<file path="config.mk">
export PLATFORM = sky130hd
export DESIGN_NAME = uart_serial
export DESIGN_NICKNAME = d
export VERILOG_FILES = /design/src/rtl/uart_pkg.sv /design/src/rtl/uart_serial.sv /design/src/rtl/sync_fifo.sv
export SDC_FILE = /design/constraint.sdc
export NUM_CORES = 1
export LEC_CHECK = 0
export ABC_AREA = 0
export BUFFER_PORTS_ARGS = -buffer_cell sky130_fd_sc_hd__buf_2
export CELL_PAD_IN_SITES_DETAIL_PLACEMENT = 0
export CELL_PAD_IN_SITES_GLOBAL_PLACEMENT = 1
export CORE_MARGIN = 5
export CORE_UTILIZATION = 50
export DETAILED_ROUTE_END_ITERATION = 16
export GPL_TIMING_DRIVEN = 0
export PLACE_DENSITY = 0.86
export SLEW_MARGIN = 20
export SYNTH_ARGS = -nofsm -noshare
export SYNTH_HDL_FRONTEND = slang
export SYNTH_HIERARCHICAL = 1
export SYNTH_SLANG_ARGS = --single-unit
</file>
<file path="constraint.sdc">
create_clock -name clk -period 10.2 [get_ports clk]
set_input_delay 0.51 -clock clk [delete_from_list [all_inputs] [get_ports clk]]
set_output_delay 0.51 -clock clk [all_outputs]
set_load 0.02 [all_outputs]
</file>
<file path="src/rtl/uart_pkg.sv">
package uart_pkg;

    localparam logic [15:0] MODE_ADDR = 16'hff70;
    localparam logic [15:0] STAT_ADDR = 16'hff71;
    localparam logic [15:0] BAUD_DIVIDER_CONTROL_ADDR = 16'hff73;
    localparam logic [7:0] REG_RESET = 8'h00;
    localparam logic [4:0] MOD_LAST_BASE = 5'h0f;
    localparam logic [3:0] TAP_SLOWEST = 4'h0;
    localparam logic [3:0] TAP_FASTEST = 4'h5;
    localparam logic [3:0] TAP_OFFSET = 4'h4;
    localparam logic [3:0] N_SLOWEST = 4'hb;
    localparam logic [9:0] PRE_FULL = 10'h3ff;
    localparam logic [1:0] PAR_NONE = 2'h0;
    localparam logic [1:0] PAR_ZERO = 2'h1;
    localparam logic [1:0] PAR_ODD = 2'h2;
    localparam logic [1:0] PAR_EVEN = 2'h3;
    localparam logic [2:0] LAST_BIT7 = 3'h6;
    localparam logic [2:0] LAST_BIT8 = 3'h7;

    typedef enum logic [2:0] {st_idle, st_start, st_data, st_parity, st_stop} frame_state_t;

    typedef struct packed {
        logic [3:0] tap;
        logic [3:0] modulus;
    } baud_ctl_t;

    typedef struct packed {
        logic tx_en;
        logic rx_en;
        logic [1:0] parity;
        logic eight_bits;
        logic two_stops;
        logic err_int_mask;
        logic internal_clk;
    } mode_t;

    typedef struct packed {
        logic parity;
        logic framing;
        logic overrun;
    } rx_err_t;

    typedef struct packed {
        frame_state_t st;
        logic [4:0] cnt;
        logic half;
        logic [2:0] idx;
        logic [7:0] sh;
        logic par;
        logic stop2;
    } lane_t;

    typedef struct packed {
        baud_ctl_t baud_divider_control;
        mode_t mode;
        logic [9:0] pre;
        logic [2:0] ext_sync;
        logic ext_lvl;
        logic [2:0] rxd_sync;
        logic rxd_lvl;
        lane_t tx;
        lane_t rx;
        logic txd;
        logic [7:0] rx_data;
        logic rx_valid;
        rx_err_t err;
        logic [7:0] rdata;
    } uart_state_t;

endpackage : uart_pkg

</file>
<file path="src/rtl/uart_serial.sv">
`timescale 1ns/1ns
// How it works
// - Reset clears divider control register to zero.
// - Modulus field k divides by k plus 16.
// - Prescaler code picks source of clock over 2^(n-1).
// - Bit clock from prescaler or external pin.
// - Internal rate is clock over 2^n(k+16).
// - External rate is pin over 2(k+16).
// - Start, 7/8 data LSB first, parity, stops.
// - Seven-bit mode drops and zeroes bit 7.
// - Even parity sent gives even ones count.
// - Even parity received flags odd count.
// - Odd parity sent gives odd ones count.
// - Odd parity received flags even count.
// - Zero parity sends 0, never flags error.
// - No parity adds none, never flags error.
// - Settings reach 75 up to 38400 bps.
// - Internal select frees external clock pin.
// - Receiver checks only one stop bit.
// - Falling line starts counter, recheck at half.
module uart_serial #(
    parameter int TX_DEPTH = 16
) (
    input wire logic clk,
    input wire logic nrst,
    input wire logic [15:0] bus_addr,
    input wire logic bus_wr,
    input wire logic bus_rd,
    input wire logic [7:0] bus_wdata,
    output logic [7:0] bus_rdata,
    input wire logic [7:0] tx_data,
    input wire logic tx_valid,
    output logic tx_ready,
    output logic txd,
    input wire logic rxd,
    input wire logic ext_baud_clk,
    output logic ext_pin_free,
    output logic [7:0] rx_data,
    output logic rx_valid,
    input wire logic rx_ready
);
    if (TX_DEPTH < 2) begin : g_bad_depth
        $error("TX_DEPTH must be at least 2.");
    end

    logic [1:0] rst_q;
    logic rst_n;
    uart_pkg::uart_state_t st_r;
    uart_pkg::uart_state_t st_nxt;

    logic [7:0] fifo_data;
    logic fifo_valid;
    logic fifo_take;
    logic [7:0] tx_word;
    logic [3:0] n_sel;
    logic [9:0] pre_mask;
    logic int_tick;
    logic ext_tick;
    logic src_tick;
    logic [4:0] mod_last;
    logic tx_half;
    logic tx_bit;
    logic rx_half;
    logic rx_bit;
    logic rxd_fall;
    logic [2:0] last_idx;

    always_ff @(posedge clk or negedge nrst) begin
        if (!nrst) begin
            rst_q <= 2'h0;
        end else begin
            rst_q <= {rst_q[0], 1'b1};
        end
    end
    assign rst_n = rst_q[1];

    sync_fifo #(
        .WIDTH(8),
        .DEPTH(TX_DEPTH)
    ) u_tx_fifo (
        .clk(clk),
        .rst_n(rst_n),
        .in_data(tx_data),
        .in_valid(tx_valid),
        .in_ready(tx_ready),
        .out_data(fifo_data),
        .out_valid(fifo_valid),
        .out_ready(fifo_take)
    );

    // Codes 1 to 4 and 15 are forbidden; they fall back to the slowest tap.
    assign n_sel = (st_r.baud_divider_control.tap >= uart_pkg::TAP_FASTEST && st_r.baud_divider_control.tap != 4'hf) ?
        st_r.baud_divider_control.tap - uart_pkg::TAP_OFFSET : uart_pkg::N_SLOWEST;
    assign pre_mask = uart_pkg::PRE_FULL >> (uart_pkg::N_SLOWEST - n_sel);
    assign int_tick = (st_r.pre & pre_mask) == pre_mask;
    assign ext_tick = st_r.ext_sync[1] == st_r.ext_sync[2] && st_r.ext_sync[2] && !st_r.ext_lvl;
    assign src_tick = st_r.mode.internal_clk ? int_tick : ext_tick;
    assign mod_last = {1'b0, st_r.baud_divider_control.modulus} + uart_pkg::MOD_LAST_BASE;
    // A counter past a freshly lowered limit wraps at once instead of running to 31.
    assign tx_half = src_tick && st_r.tx.cnt >= mod_last;
    assign tx_bit = tx_half && st_r.tx.half;
    assign rx_half = src_tick && st_r.rx.cnt >= mod_last;
    assign rx_bit = rx_half && st_r.rx.half;
    assign rxd_fall = st_r.rxd_sync[1] == st_r.rxd_sync[2] && !st_r.rxd_sync[2] && st_r.rxd_lvl;
    assign last_idx = st_r.mode.eight_bits ? uart_pkg::LAST_BIT8 : uart_pkg::LAST_BIT7;
    assign tx_word = st_r.mode.eight_bits ? fifo_data : {1'b0, fifo_data[6:0]};
    assign fifo_take = st_r.tx.st == uart_pkg::st_idle && st_r.mode.tx_en;

    always_comb begin
        st_nxt = st_r;
        // At 4 MHz the taps and moduli span about 63 to 125000 bps, so 75 and 38400 bps are reached.
        st_nxt.pre = st_r.pre + 10'h001;
        st_nxt.ext_sync = {st_r.ext_sync[1:0], ext_baud_clk};
        if (st_r.ext_sync[1] == st_r.ext_sync[2]) begin
            st_nxt.ext_lvl = st_r.ext_sync[2];
        end
        st_nxt.rxd_sync = {st_r.rxd_sync[1:0], rxd};
        if (st_r.rxd_sync[1] == st_r.rxd_sync[2]) begin
            st_nxt.rxd_lvl = st_r.rxd_sync[2];
        end

        if (bus_wr) begin
            if (bus_addr == uart_pkg::MODE_ADDR) begin
                st_nxt.mode = bus_wdata;
            end
            if (bus_addr == uart_pkg::BAUD_DIVIDER_CONTROL_ADDR) begin
                st_nxt.baud_divider_control = bus_wdata;
            end
        end
        if (bus_rd) begin
            unique case (bus_addr)
                uart_pkg::MODE_ADDR: st_nxt.rdata = st_r.mode;
                uart_pkg::STAT_ADDR: st_nxt.rdata = {5'h00, st_r.err};
                uart_pkg::BAUD_DIVIDER_CONTROL_ADDR: st_nxt.rdata = st_r.baud_divider_control;
                default: st_nxt.rdata = 8'h00;
            endcase
        end

        if (src_tick) begin
            st_nxt.tx.cnt = tx_half ? 5'h00 : st_r.tx.cnt + 5'h01;
            st_nxt.rx.cnt = rx_half ? 5'h00 : st_r.rx.cnt + 5'h01;
        end
        if (tx_half) begin
            st_nxt.tx.half = !st_r.tx.half;
        end
        if (rx_half) begin
            st_nxt.rx.half = !st_r.rx.half;
        end

        if (!st_r.mode.tx_en) begin
            st_nxt.tx.st = uart_pkg::st_idle;
            st_nxt.txd = 1'b1;
        end else begin
            unique case (st_r.tx.st)
                uart_pkg::st_idle: begin
                    st_nxt.txd = 1'b1;
                    if (fifo_valid) begin
                        st_nxt.tx.st = uart_pkg::st_start;
                        st_nxt.tx.sh = tx_word;
                        st_nxt.tx.idx = 3'h0;
                        st_nxt.tx.cnt = 5'h00;
                        st_nxt.tx.half = 1'b0;
                        st_nxt.txd = 1'b0;
                        unique case (st_r.mode.parity)
                            uart_pkg::PAR_EVEN: st_nxt.tx.par = ^tx_word;
                            uart_pkg::PAR_ODD: st_nxt.tx.par = ~^tx_word;
                            default: st_nxt.tx.par = 1'b0;
                        endcase
                    end
                end
                uart_pkg::st_start: begin
                    if (tx_bit) begin
                        st_nxt.tx.st = uart_pkg::st_data;
                        st_nxt.txd = st_r.tx.sh[0];
                        st_nxt.tx.sh = st_r.tx.sh >> 1;
                    end
                end
                uart_pkg::st_data: begin
                    if (tx_bit) begin
                        if (st_r.tx.idx != last_idx) begin
                            st_nxt.tx.idx = st_r.tx.idx + 3'h1;
                            st_nxt.txd = st_r.tx.sh[0];
                            st_nxt.tx.sh = st_r.tx.sh >> 1;
                        end else if (st_r.mode.parity != uart_pkg::PAR_NONE) begin
                            st_nxt.tx.st = uart_pkg::st_parity;
                            st_nxt.txd = st_r.tx.par;
                        end else begin
                            st_nxt.tx.st = uart_pkg::st_stop;
                            st_nxt.txd = 1'b1;
                            st_nxt.tx.stop2 = st_r.mode.two_stops;
                        end
                    end
                end
                uart_pkg::st_parity: begin
                    if (tx_bit) begin
                        st_nxt.tx.st = uart_pkg::st_stop;
                        st_nxt.txd = 1'b1;
                        st_nxt.tx.stop2 = st_r.mode.two_stops;
                    end
                end
                uart_pkg::st_stop: begin
                    if (tx_bit) begin
                        if (st_r.tx.stop2) begin
                            st_nxt.tx.stop2 = 1'b0;
                        end else begin
                            st_nxt.tx.st = uart_pkg::st_idle;
                        end
                    end
                end
                default: st_nxt.tx.st = uart_pkg::st_idle;
            endcase
        end

        // Reading the byte clears the error flags; a new byte written below wins.
        if (rx_ready && st_r.rx_valid) begin
            st_nxt.rx_valid = 1'b0;
            st_nxt.err = '0;
        end

        if (!st_r.mode.rx_en) begin
            st_nxt.rx.st = uart_pkg::st_idle;
        end else begin
            unique case (st_r.rx.st)
                uart_pkg::st_idle: begin
                    if (rxd_fall) begin
                        st_nxt.rx.st = uart_pkg::st_start;
                        st_nxt.rx.cnt = 5'h00;
                        st_nxt.rx.half = 1'b0;
                    end
                end
                uart_pkg::st_start: begin
                    if (rx_half) begin
                        if (!st_r.rxd_lvl) begin
                            st_nxt.rx.st = uart_pkg::st_data;
                            st_nxt.rx.cnt = 5'h00;
                            st_nxt.rx.half = 1'b0;
                            st_nxt.rx.idx = 3'h0;
                            st_nxt.rx.par = 1'b0;
                        end else begin
                            st_nxt.rx.st = uart_pkg::st_idle;
                        end
                    end
                end
                uart_pkg::st_data: begin
                    if (rx_bit) begin
                        st_nxt.rx.sh = {st_r.rxd_lvl, st_r.rx.sh[7:1]};
                        st_nxt.rx.par = st_r.rx.par ^ st_r.rxd_lvl;
                        st_nxt.rx.idx = st_r.rx.idx + 3'h1;
                        if (st_r.rx.idx == last_idx) begin
                            st_nxt.rx.st = (st_r.mode.parity != uart_pkg::PAR_NONE) ?
                                uart_pkg::st_parity : uart_pkg::st_stop;
                        end
                    end
                end
                uart_pkg::st_parity: begin
                    if (rx_bit) begin
                        st_nxt.rx.par = st_r.rx.par ^ st_r.rxd_lvl;
                        st_nxt.rx.st = uart_pkg::st_stop;
                    end
                end
                uart_pkg::st_stop: begin
                    // One stop bit is checked whatever the transmit stop length.
                    if (rx_bit) begin
                        st_nxt.rx.st = uart_pkg::st_idle;
                        st_nxt.rx_data = st_r.mode.eight_bits ? st_r.rx.sh : {1'b0, st_r.rx.sh[7:1]};
                        st_nxt.rx_valid = 1'b1;
                        // A byte taken in this very cycle was read in time, so it is no overrun.
                        st_nxt.err.overrun = st_r.rx_valid && !rx_ready;
                        st_nxt.err.framing = !st_r.rxd_lvl;
                        unique case (st_r.mode.parity)
                            uart_pkg::PAR_EVEN: st_nxt.err.parity = st_r.rx.par;
                            uart_pkg::PAR_ODD: st_nxt.err.parity = !st_r.rx.par;
                            default: st_nxt.err.parity = 1'b0;
                        endcase
                    end
                end
                default: st_nxt.rx.st = uart_pkg::st_idle;
            endcase
        end
    end

    always_ff @(posedge clk or negedge rst_n) begin
        if (!rst_n) begin
            st_r <= '0;
            st_r.txd <= 1'b1;
            st_r.rxd_sync <= 3'h7;
            st_r.rxd_lvl <= 1'b1;
        end else begin
            st_r <= st_nxt;
        end
    end

    assign bus_rdata = st_r.rdata;
    assign txd = st_r.txd;
    assign ext_pin_free = st_r.mode.internal_clk;
    assign rx_data = st_r.rx_data;
    assign rx_valid = st_r.rx_valid;
endmodule : uart_serial

</file>
<file path="src/rtl/sync_fifo.sv">
`timescale 1ns/1ns
module sync_fifo #(
    parameter int WIDTH = 8,
    parameter int DEPTH = 16
) (
    input wire logic clk,
    input wire logic rst_n,
    input wire logic [WIDTH-1:0] in_data,
    input wire logic in_valid,
    output logic in_ready,
    output logic [WIDTH-1:0] out_data,
    output logic out_valid,
    input wire logic out_ready
);
    localparam int AW = $clog2(DEPTH);

    if (DEPTH < 2 || (1 << AW) != DEPTH) begin : g_bad_depth
        $error("DEPTH must be a power of two of at least 2.");
    end

    typedef struct packed {
        logic [AW-1:0] wp;
        logic [AW-1:0] rp;
        logic [AW:0] cnt;
        logic in_rdy;
        logic out_vld;
    } fifo_state_t;

    fifo_state_t st_r;
    fifo_state_t st_nxt;
    logic [WIDTH-1:0] mem [DEPTH];
    logic push;
    logic pop;

    assign push = in_valid && st_r.in_rdy;
    assign pop = out_ready && st_r.out_vld;
    assign in_ready = st_r.in_rdy;
    assign out_valid = st_r.out_vld;
    assign out_data = mem[st_r.rp];

    always_comb begin
        st_nxt = st_r;
        if (push) begin
            st_nxt.wp = st_r.wp + 1'b1;
        end
        if (pop) begin
            st_nxt.rp = st_r.rp + 1'b1;
        end
        st_nxt.cnt = st_r.cnt + (AW+1)'(push) - (AW+1)'(pop);
        st_nxt.in_rdy = st_nxt.cnt != (AW+1)'(DEPTH);
        st_nxt.out_vld = st_nxt.cnt != '0;
    end

    always_ff @(posedge clk or negedge rst_n) begin
        if (!rst_n) begin
            st_r <= '0;
            st_r.in_rdy <= 1'b1;
        end else begin
            st_r <= st_nxt;
        end
    end

    // The storage has no reset; only the pointers decide what is valid.
    always_ff @(posedge clk) begin
        if (push) begin
            mem[st_r.wp] <= in_data;
        end
    end

endmodule : sync_fifo

</file>
# == Yosys cells after proc, flatten, opt, wreduce, memory -nomap -nowiden ==
# Memory sizes are Yosys's and may differ from the RTL's.
# Cells that the tools add are included.
# totals
output_inout_bits,20
ramBits,128
register_bits,115
mem_count,1
# classes
n_eq_ne,46
bitwise_logic,2
n_addsub,12
order_cmp,3
n_shift,1
n_reduce_logical,45
muxes,71
# mem_list
name,words,word_bits,read_ports,rd_ports_with_merged_regs,write_ports,line_no,text
u_tx_fifo.mem,16,8,1,0,1,sync_fifo.sv:31,logic [WIDTH-1:0] mem [DEPTH];
# ops
cell,count
$eq A16 B16 Y1 const B,3
$pmux W8 S3,2
$mux W3,13
$ne A3 B3 Y1 const B,12
$mux W8,4
$pmux W3 S5,2
$mux W12,2
$mux W1,22
$mux W11,2
$ne A2 B2 Y1 const B,11
$mux W21,1
$mux W4,5
$mux W5,4
$mux W19,1
$mux W18,1
$mux W9,2
$reduce_and A6 Y1,3
$logic_and A1 B1 Y1,14
$reduce_and A7 Y1,2
$eq A3 B2 Y1 const B,4
$pmux W3 S2,2
$pmux W6 S2,1
$add A10 B1 Y10 const B,1
$add A5 B1 Y5 const B,2
40 further kinds,64

# == Logic depth before layout (Yosys ltp) ==
# logic_depth
ltp_word,15
mapped_depth,21
ltp_nobuf,18

# == Cells and area by module ==
# Netlist, hierarchy kept.
# modules_own_cells
module,area_per_inst_um2,instances,cells_each
sync_fifo,5789.3,1,323
uart_serial,5490.3,1,552

# == Worst setup path before layout ==
# No wires, ideal clock.
# synth_timing
path_type,register -> register
start,reg st_r[98] (netlist bit)
end,reg st_r[50] (netlist bit)
path_slack_ps,6906
t_arrival_ps,3166
path_stages_with_launch,20
setup_time_ps,128
synth_period_minus_slack_ps,3294
path_cell_list,dfrtp_1 buf_2 inv_1 ha_1 o21a_1 o21ai_0 ha_1 o221a_2 o211ai_4 nand2_2 buf_4 nand2_1 nor2_1 ha_1 inv_1 a31o_2 a21oi_1 o21ai_1 buf_2 o21ai_0
# synth_via
elab_chain_cells,12
word_cells_on_any_way,15
cone_classes,add/sub (2); order compare (1); eq/ne (4); shift (1); mux (2); bitwise (1); reduce/logical (4)
# synth_lines
element,line_no,text
from (decl),uart_serial.sv:48,uart_pkg::uart_state_t st_r;
from (signal assigned),uart_serial.sv:289,st_r <= st_nxt;
$ge A4 B3 Y1 or $ne A4 B4 Y1 (tied branches),uart_serial.sv:92,assign n_sel = (st_r.baud_divider_control.tap >= uart_pkg::TAP_FASTEST && st_r.baud_divider_control.tap != 4'h ...
$logic_and A1 B1 Y1,uart_serial.sv:92,
$mux W4 *,uart_serial.sv:92,
$sub A4 B4 Y4 *,uart_serial.sv:94,assign pre_mask = uart_pkg::PRE_FULL >> (uart_pkg::N_SLOWEST - n_sel);
$shr A10 B4 Y10 *,uart_serial.sv:94,
$and A10 B10 Y10,uart_serial.sv:95,assign int_tick = (st_r.pre & pre_mask) == pre_mask;
$eq A10 B10 Y1 *,uart_serial.sv:95,
$mux W1 *,uart_serial.sv:97,assign src_tick = st_r.mode.internal_clk ? int_tick : ext_tick;
$logic_and A1 B1 Y1 *,uart_serial.sv:100,assign tx_half = src_tick && st_r.tx.cnt >= mod_last;
$logic_and A1 B1 Y1 *,uart_serial.sv:101,assign tx_bit = tx_half && st_r.tx.half;
$ne A2 B2 Y1 (no source line),-,
$reduce_and A6 Y1 (no source line) *,-,
# Mark *: on every way between the ends. The rest lies on a longest branch, timed or not.
# A chain may end at the register's enable or synchronous reset.

# == Worst setup path in the final report ==
# layout_timing
start,reg st_r[98] (netlist bit)
end,reg st_r[51] (netlist bit)
# Same word-level chain as after synthesis.

==> impl_metrics.csv <==
group,metric,value,unit
outcome,run_status,"complete, no violations",
die,initial_core_util,0.5028,
pwr,ir_worst_vdd,204.6,uV
worst_setup_path,rr_worst_depth,19,
sta,maxSlewHeadroom,0.2481,
logic_synthesis,count_of_unique_library_cells_instantiated_by_yosys,72,
clocking,worstSkewPairLatency,0.55,ns
die,dieWidth,160.2,um
logic_synthesis,synth_flop_cell,"sky130_fd_sc_hd__edfxtp_1",
worst_setup_path,crit_path_start_kind,"flip-flop",
worst_setup_path,crit_path_buf_inv_count,5,
worst_setup_path,critPathMaxStageDelay,0.42,ns
worst_setup_path,worstSetupEndpointType,"flip-flop",
worst_setup_path,timing.critical_path.max_delay_family,"compound AO/OA/AOI/OAI gates",
flow_run,timing.max_cap.violations,0,
logic_synthesis,yosys_register_bits,243,
clocking,clockBufferDepth,3,
sta,hold_violations,0,
finish,antenna_fix_cells,0,
logic_synthesis,ffs_w_async_s_r_synth,0.4733,
sta,finalSetupViolCount,0,
global_route,grt_ovf,0,
clocking,clk_pin_slew_worst_paths,0.06,ns
route,avgViaCountPerCell,5.598,
clocking,cts_tree,"built",
pwr,clockPowerShare,0.393,
route,num_vias,7110,
logic_synthesis,synth.largest_area_cell,"sky130_fd_sc_hd__edfxtp_1",
route,firstDrtPassIters,4,
logic_synthesis,synth_seq_area_share,0.5966,
worst_setup_path,reg2reg_slack,6.28,ns
pwr,power.total,2.413,mW
pwr,power_frac_seq,0.479,
pwr,power-per-cell-area,187.1,nW/um2
min_path,min_path_cells,1,
finish,fillerInstances,1844,
worst_setup_path,worstReg2RegEnd,"st_r[51]$_DFFE_PN0P_",
global_route,global_route.usage.total,0.1798,
sta,layout_worst_path_cycle_share,0.3840,
route,first_iter_violations,498,
logic_synthesis,synth_top_area_frac,0.3408,
pwr,power_leakage,5.262,nW
die,die_height,160.2,um
pwr,internal_power,1.803,mW
global_route,grt_pass1_wl,37.65,mm
pwr,comb_power_share,0.128,
clocking,postCtsSetupRepairBufs,0,
global_route,grt_start_max_net_pins,55,
sta,finalClockSkew,0.02739,ns
logic_synthesis,syn_inst,875,
global_route,first_global_vias,7153,
sta,worstMarginPinSlew,1.119,ns
logic_synthesis,mappedNetlistArea,11280,um2
route,remaining_drc_errors,0,
min_path,hp-class,"primary input to flip-flop",
clocking,ctsResizeCount,0,
pwr,p_sw,0.6099,mW
placement,gp_congestion,0.8542,
logic_synthesis,syn-num-nets,950,
clocking,cts_root_buffer,"sky130_fd_sc_hd__clkbuf_16",
min_path,worst_hold_path.endpoint,"st_nxt[67]$_DFF_PN1_",
placement,place.port_buffers,59,
worst_setup_path,critical-path-top-cell-by-count,"sky130_fd_sc_hd__ha_1",
worst_setup_path,critical_path_class,"flip-flop to flip-flop",
worst_setup_path,crit_path_max_fanout,10,
sta,slew_viol_final,0,
sta,fin_crit,3.917,ns
worst_setup_path,crit-reg2reg-launch,"st_r[98]$_DFFE_PN0P_",
worst_setup_path,timing.critical_path.arrival,4.32,ns
die,core,22430,um2
logic_synthesis,ys.warnings.count,6,
logic_synthesis,synthesis.area_per_instance,12.89,um2
worst_setup_path,critical-path-slowest-cell,"sky130_fd_sc_hd__o21ai_1",
global_route,antenna_violations_before_repair,0,
logic_synthesis,synth_top_cells_by_area,"sky130_fd_sc_hd__edfxtp_1 34%, sky130_fd_sc_hd__dfrtp_1 24%, sky130_fd_sc_hd__mux2_2 4.5%",
logic_synthesis,synth_enable_flop_cells,128,
die,rows,55,
die,io-pin-count,60,
min_path,holdCritStartpoint,"rxd",
finish,drive_gt1_frac,0.2284,
route,drtAntennaViolNets,0,
placement,dp_hpwl,15.80,mm
finish,layout.nets,1040,
die,floorplan.die_area,25660,um2
pwr,power.switching_fraction,0.2528,
route,routed_wl_per_cell,18.21,um
clocking,total_number_of_h_tree_levels,1,
finish,area_growth_syn_to_layout,14.31,%
clocking,numClockSinks,243,
clocking,cts_inserted_buffers,26,
sta,fmax,255.3,MHz
route,drt_wl_total,23.13,mm
worst_setup_path,worst_ep_required_time,10.60,ns
sta,rsz_0062_raised_after_global_routing,"false",
worst_setup_path,crit_path_cell_trace,"buf_2 -> inv_1 -> ha_1 -> o21a_1 -> o21ai_0 -> ha_1 -> o221a_2 -> o211ai_4 -> nand2_2 -> buf_4 -> nand2_1 -> nor2_1 -> ha_1 -> inv_1 -> a31o_2 -> a21oi_1 -> o21ai_1 -> buf_2 -> o21ai_0",
sta,tns,0,ns
how the worst max path moves through the flow:
| stage | start | end | slack (ns) | depth (start not counted) |
|---|---|---|---|---|
| 2_1_floorplan | rst_q[1]$_DFF_PN0_ | bus_rdata[0]$_DFFE_PN0P_ | 6.77 | 0 |
| 4_1_cts | st_r[98]$_DFFE_PN0P_ | st_r[51]$_DFFE_PN0P_ | 6.28 | 19 |
| 3_5_place_dp | st_r[98]$_DFFE_PN0P_ | st_r[51]$_DFFE_PN0P_ | 6.28 | 19 |
| 5_1_grt | st_r[98]$_DFFE_PN0P_ | st_r[52]$_DFFE_PN0P_ | 5.96 | 20 |
| 6_report | st_r[98]$_DFFE_PN0P_ | st_r[51]$_DFFE_PN0P_ | 6.28 | 19 |
| 3_3_place_gp | rst_q[1]$_DFF_PN0_ | st_r[82]$_DFF_PN0_ | 5.34 | 0 |
state kept, by name, summed over array words and instances, names as in the netlist:
| register | flops |
|---|---|
| u_tx_fifo/mem | 128 |
| st_r | 75 |
| u_tx_fifo/st_r | 13 |
| bus_rdata | 8 |
| rx_data | 8 |
| st_nxt | 4 |
| rst_q | 2 |
| ext_pin_free | 1 |
| rx_valid | 1 |
| txd | 1 |
| u_tx_fifo/in_ready | 1 |
| u_tx_fifo/out_valid | 1 |
cells in the mapped netlist, types with 19 or more instances:
library cell                 n
sky130_fd_sc_hd__a21oi_1    31
sky130_fd_sc_hd__nor2_1     53
sky130_fd_sc_hd__inv_1      35
sky130_fd_sc_hd__nand3_1    24
sky130_fd_sc_hd__xnor2_1    23
sky130_fd_sc_hd__mux2i_1    26
sky130_fd_sc_hd__buf_4      19
sky130_fd_sc_hd__edfxtp_1  128
sky130_fd_sc_hd__mux2_2     45
sky130_fd_sc_hd__dfrtp_1   109
sky130_fd_sc_hd__o21ai_0    32
sky130_fd_sc_hd__nand2_1    62
sky130_fd_sc_hd__ha_1       34
per-stage QoR:
stage / hold WS, ns / utilization / worst slack, ns / area [um2] / instances
after detailed placement: 0.1430 / 0.5345 / 6.285 / 11990 / 1221
final: 0.08296 / 0.5747 / 6.283 / 12890 / 1270
after floorplan: 0.2144 / - / 6.770 / 11280 / 875
after CTS: 0.05943 / 0.5741 / 6.277 / 12880 / 1270
after global routing: 0.05911 / 0.5747 / 5.960 / 12890 / 1270
after global placement: 0.3105 / 0.5318 / 5.343 / 11930 / 1219
placed cells by master (no fill, tap or decap), types with 7 or more instances in the layout:
cell | synthesis | final
sky130_fd_sc_hd__edfxtp_1 | 128 | 128
sky130_fd_sc_hd__and3_1 | 9 | 9
sky130_fd_sc_hd__a21oi_1 | 31 | 31
sky130_fd_sc_hd__a221o_1 | 8 | 8
sky130_fd_sc_hd__inv_1 | 35 | 35
sky130_fd_sc_hd__nand2b_1 | 10 | 10
sky130_fd_sc_hd__o21ai_0 | 32 | 32
sky130_fd_sc_hd__ha_1 | 34 | 34
sky130_fd_sc_hd__a22oi_1 | 10 | 10
sky130_fd_sc_hd__clkbuf_16 | 0 | 26
sky130_fd_sc_hd__xnor2_1 | 23 | 23
sky130_fd_sc_hd__clkbuf_1 | 15 | 19
sky130_fd_sc_hd__nand2_1 | 62 | 62
sky130_fd_sc_hd__xor2_1 | 8 | 8
sky130_fd_sc_hd__nor2_1 | 53 | 53
sky130_fd_sc_hd__buf_4 | 19 | 19
sky130_fd_sc_hd__mux2i_1 | 26 | 26
sky130_fd_sc_hd__buf_2 | 10 | 69
sky130_fd_sc_hd__and2_1 | 10 | 10
sky130_fd_sc_hd__dfrtp_1 | 109 | 108
sky130_fd_sc_hd__nand3_1 | 24 | 24
sky130_fd_sc_hd__mux2_2 | 45 | 45
sky130_fd_sc_hd__nor3_1 | 18 | 15
sky130_fd_sc_hd__mux4_2 | 16 | 16
sky130_fd_sc_hd__o22ai_1 | 15 | 15
sky130_fd_sc_hd__o211ai_1 | 8 | 8
sky130_fd_sc_hd__a22o_1 | 9 | 9
sky130_fd_sc_hd__nand4_1 | 7 | 7
layer usage:
layer / vias up / track usage / routed length (um)
met5: - / 0 / 0
met1: 3486 / 0.2387 / 9822
li1: 3412 / - / -
met3: 32 / 0.03174 / 1266
met2: 180 / 0.3087 / 11560
met4: 0 / 0.04615 / 485
cell families (layout without fill, tap and decap cells):
kind of cell	Yosys count	in the layout	synth area share
and+or+nand+nor	226	226	0.09873
DFF	243	243	0.5966
AOI/OAI and AO/OA	163	163	0.1005
muxes	87	87	0.09995
other	1	1	0.0003325
xor gates and xnor gates	31	31	0.02407
buffers and inverters	89	199	0.04038
adders and majority gates	35	35	0.03949
repair_timing:
action	4_1_cts	5_1_grt
hold endpoints to repair	2	0
hold buffers	1	0
endpoints found under the setup margin	0	0
area by class of cell:
cell class | instances | area [um2] | share of cell area
Sequential cell | 243 | 6733 | 0.5222
Multi-Input combinational cell | 543 | 4110 | 0.3188
Buffer | 54 | 324.1 | 0.02513
Tap cell | 285 | 356.6 | 0.02766
Inverter | 35 | 131.4 | 0.01019
Clock buffer | 32 | 693.2 | 0.05376
Timing Repair Buffer | 62 | 360.3 | 0.02795
Clock inverter | 16 | 185.2 | 0.01436
power by group through the flow:
| stage | Sequential [mW] | Clock [mW] | Combinational (mW) |
|---|---|---|---|
| 3_3_place_gp | 1.18 | 0 | 0.285 |
| 3_5_place_dp | 1.17 | 0 | 0.307 |
| 2_1_floorplan | 1.17 | 0 | 0.213 |
| 4_1_cts | 1.16 | 0.970 | 0.309 |
| 6_report | 1.16 | 0.949 | 0.308 |
| 5_1_grt | 1.16 | 1.02 | 0.349 |
(Power assumes the default switching activity.)
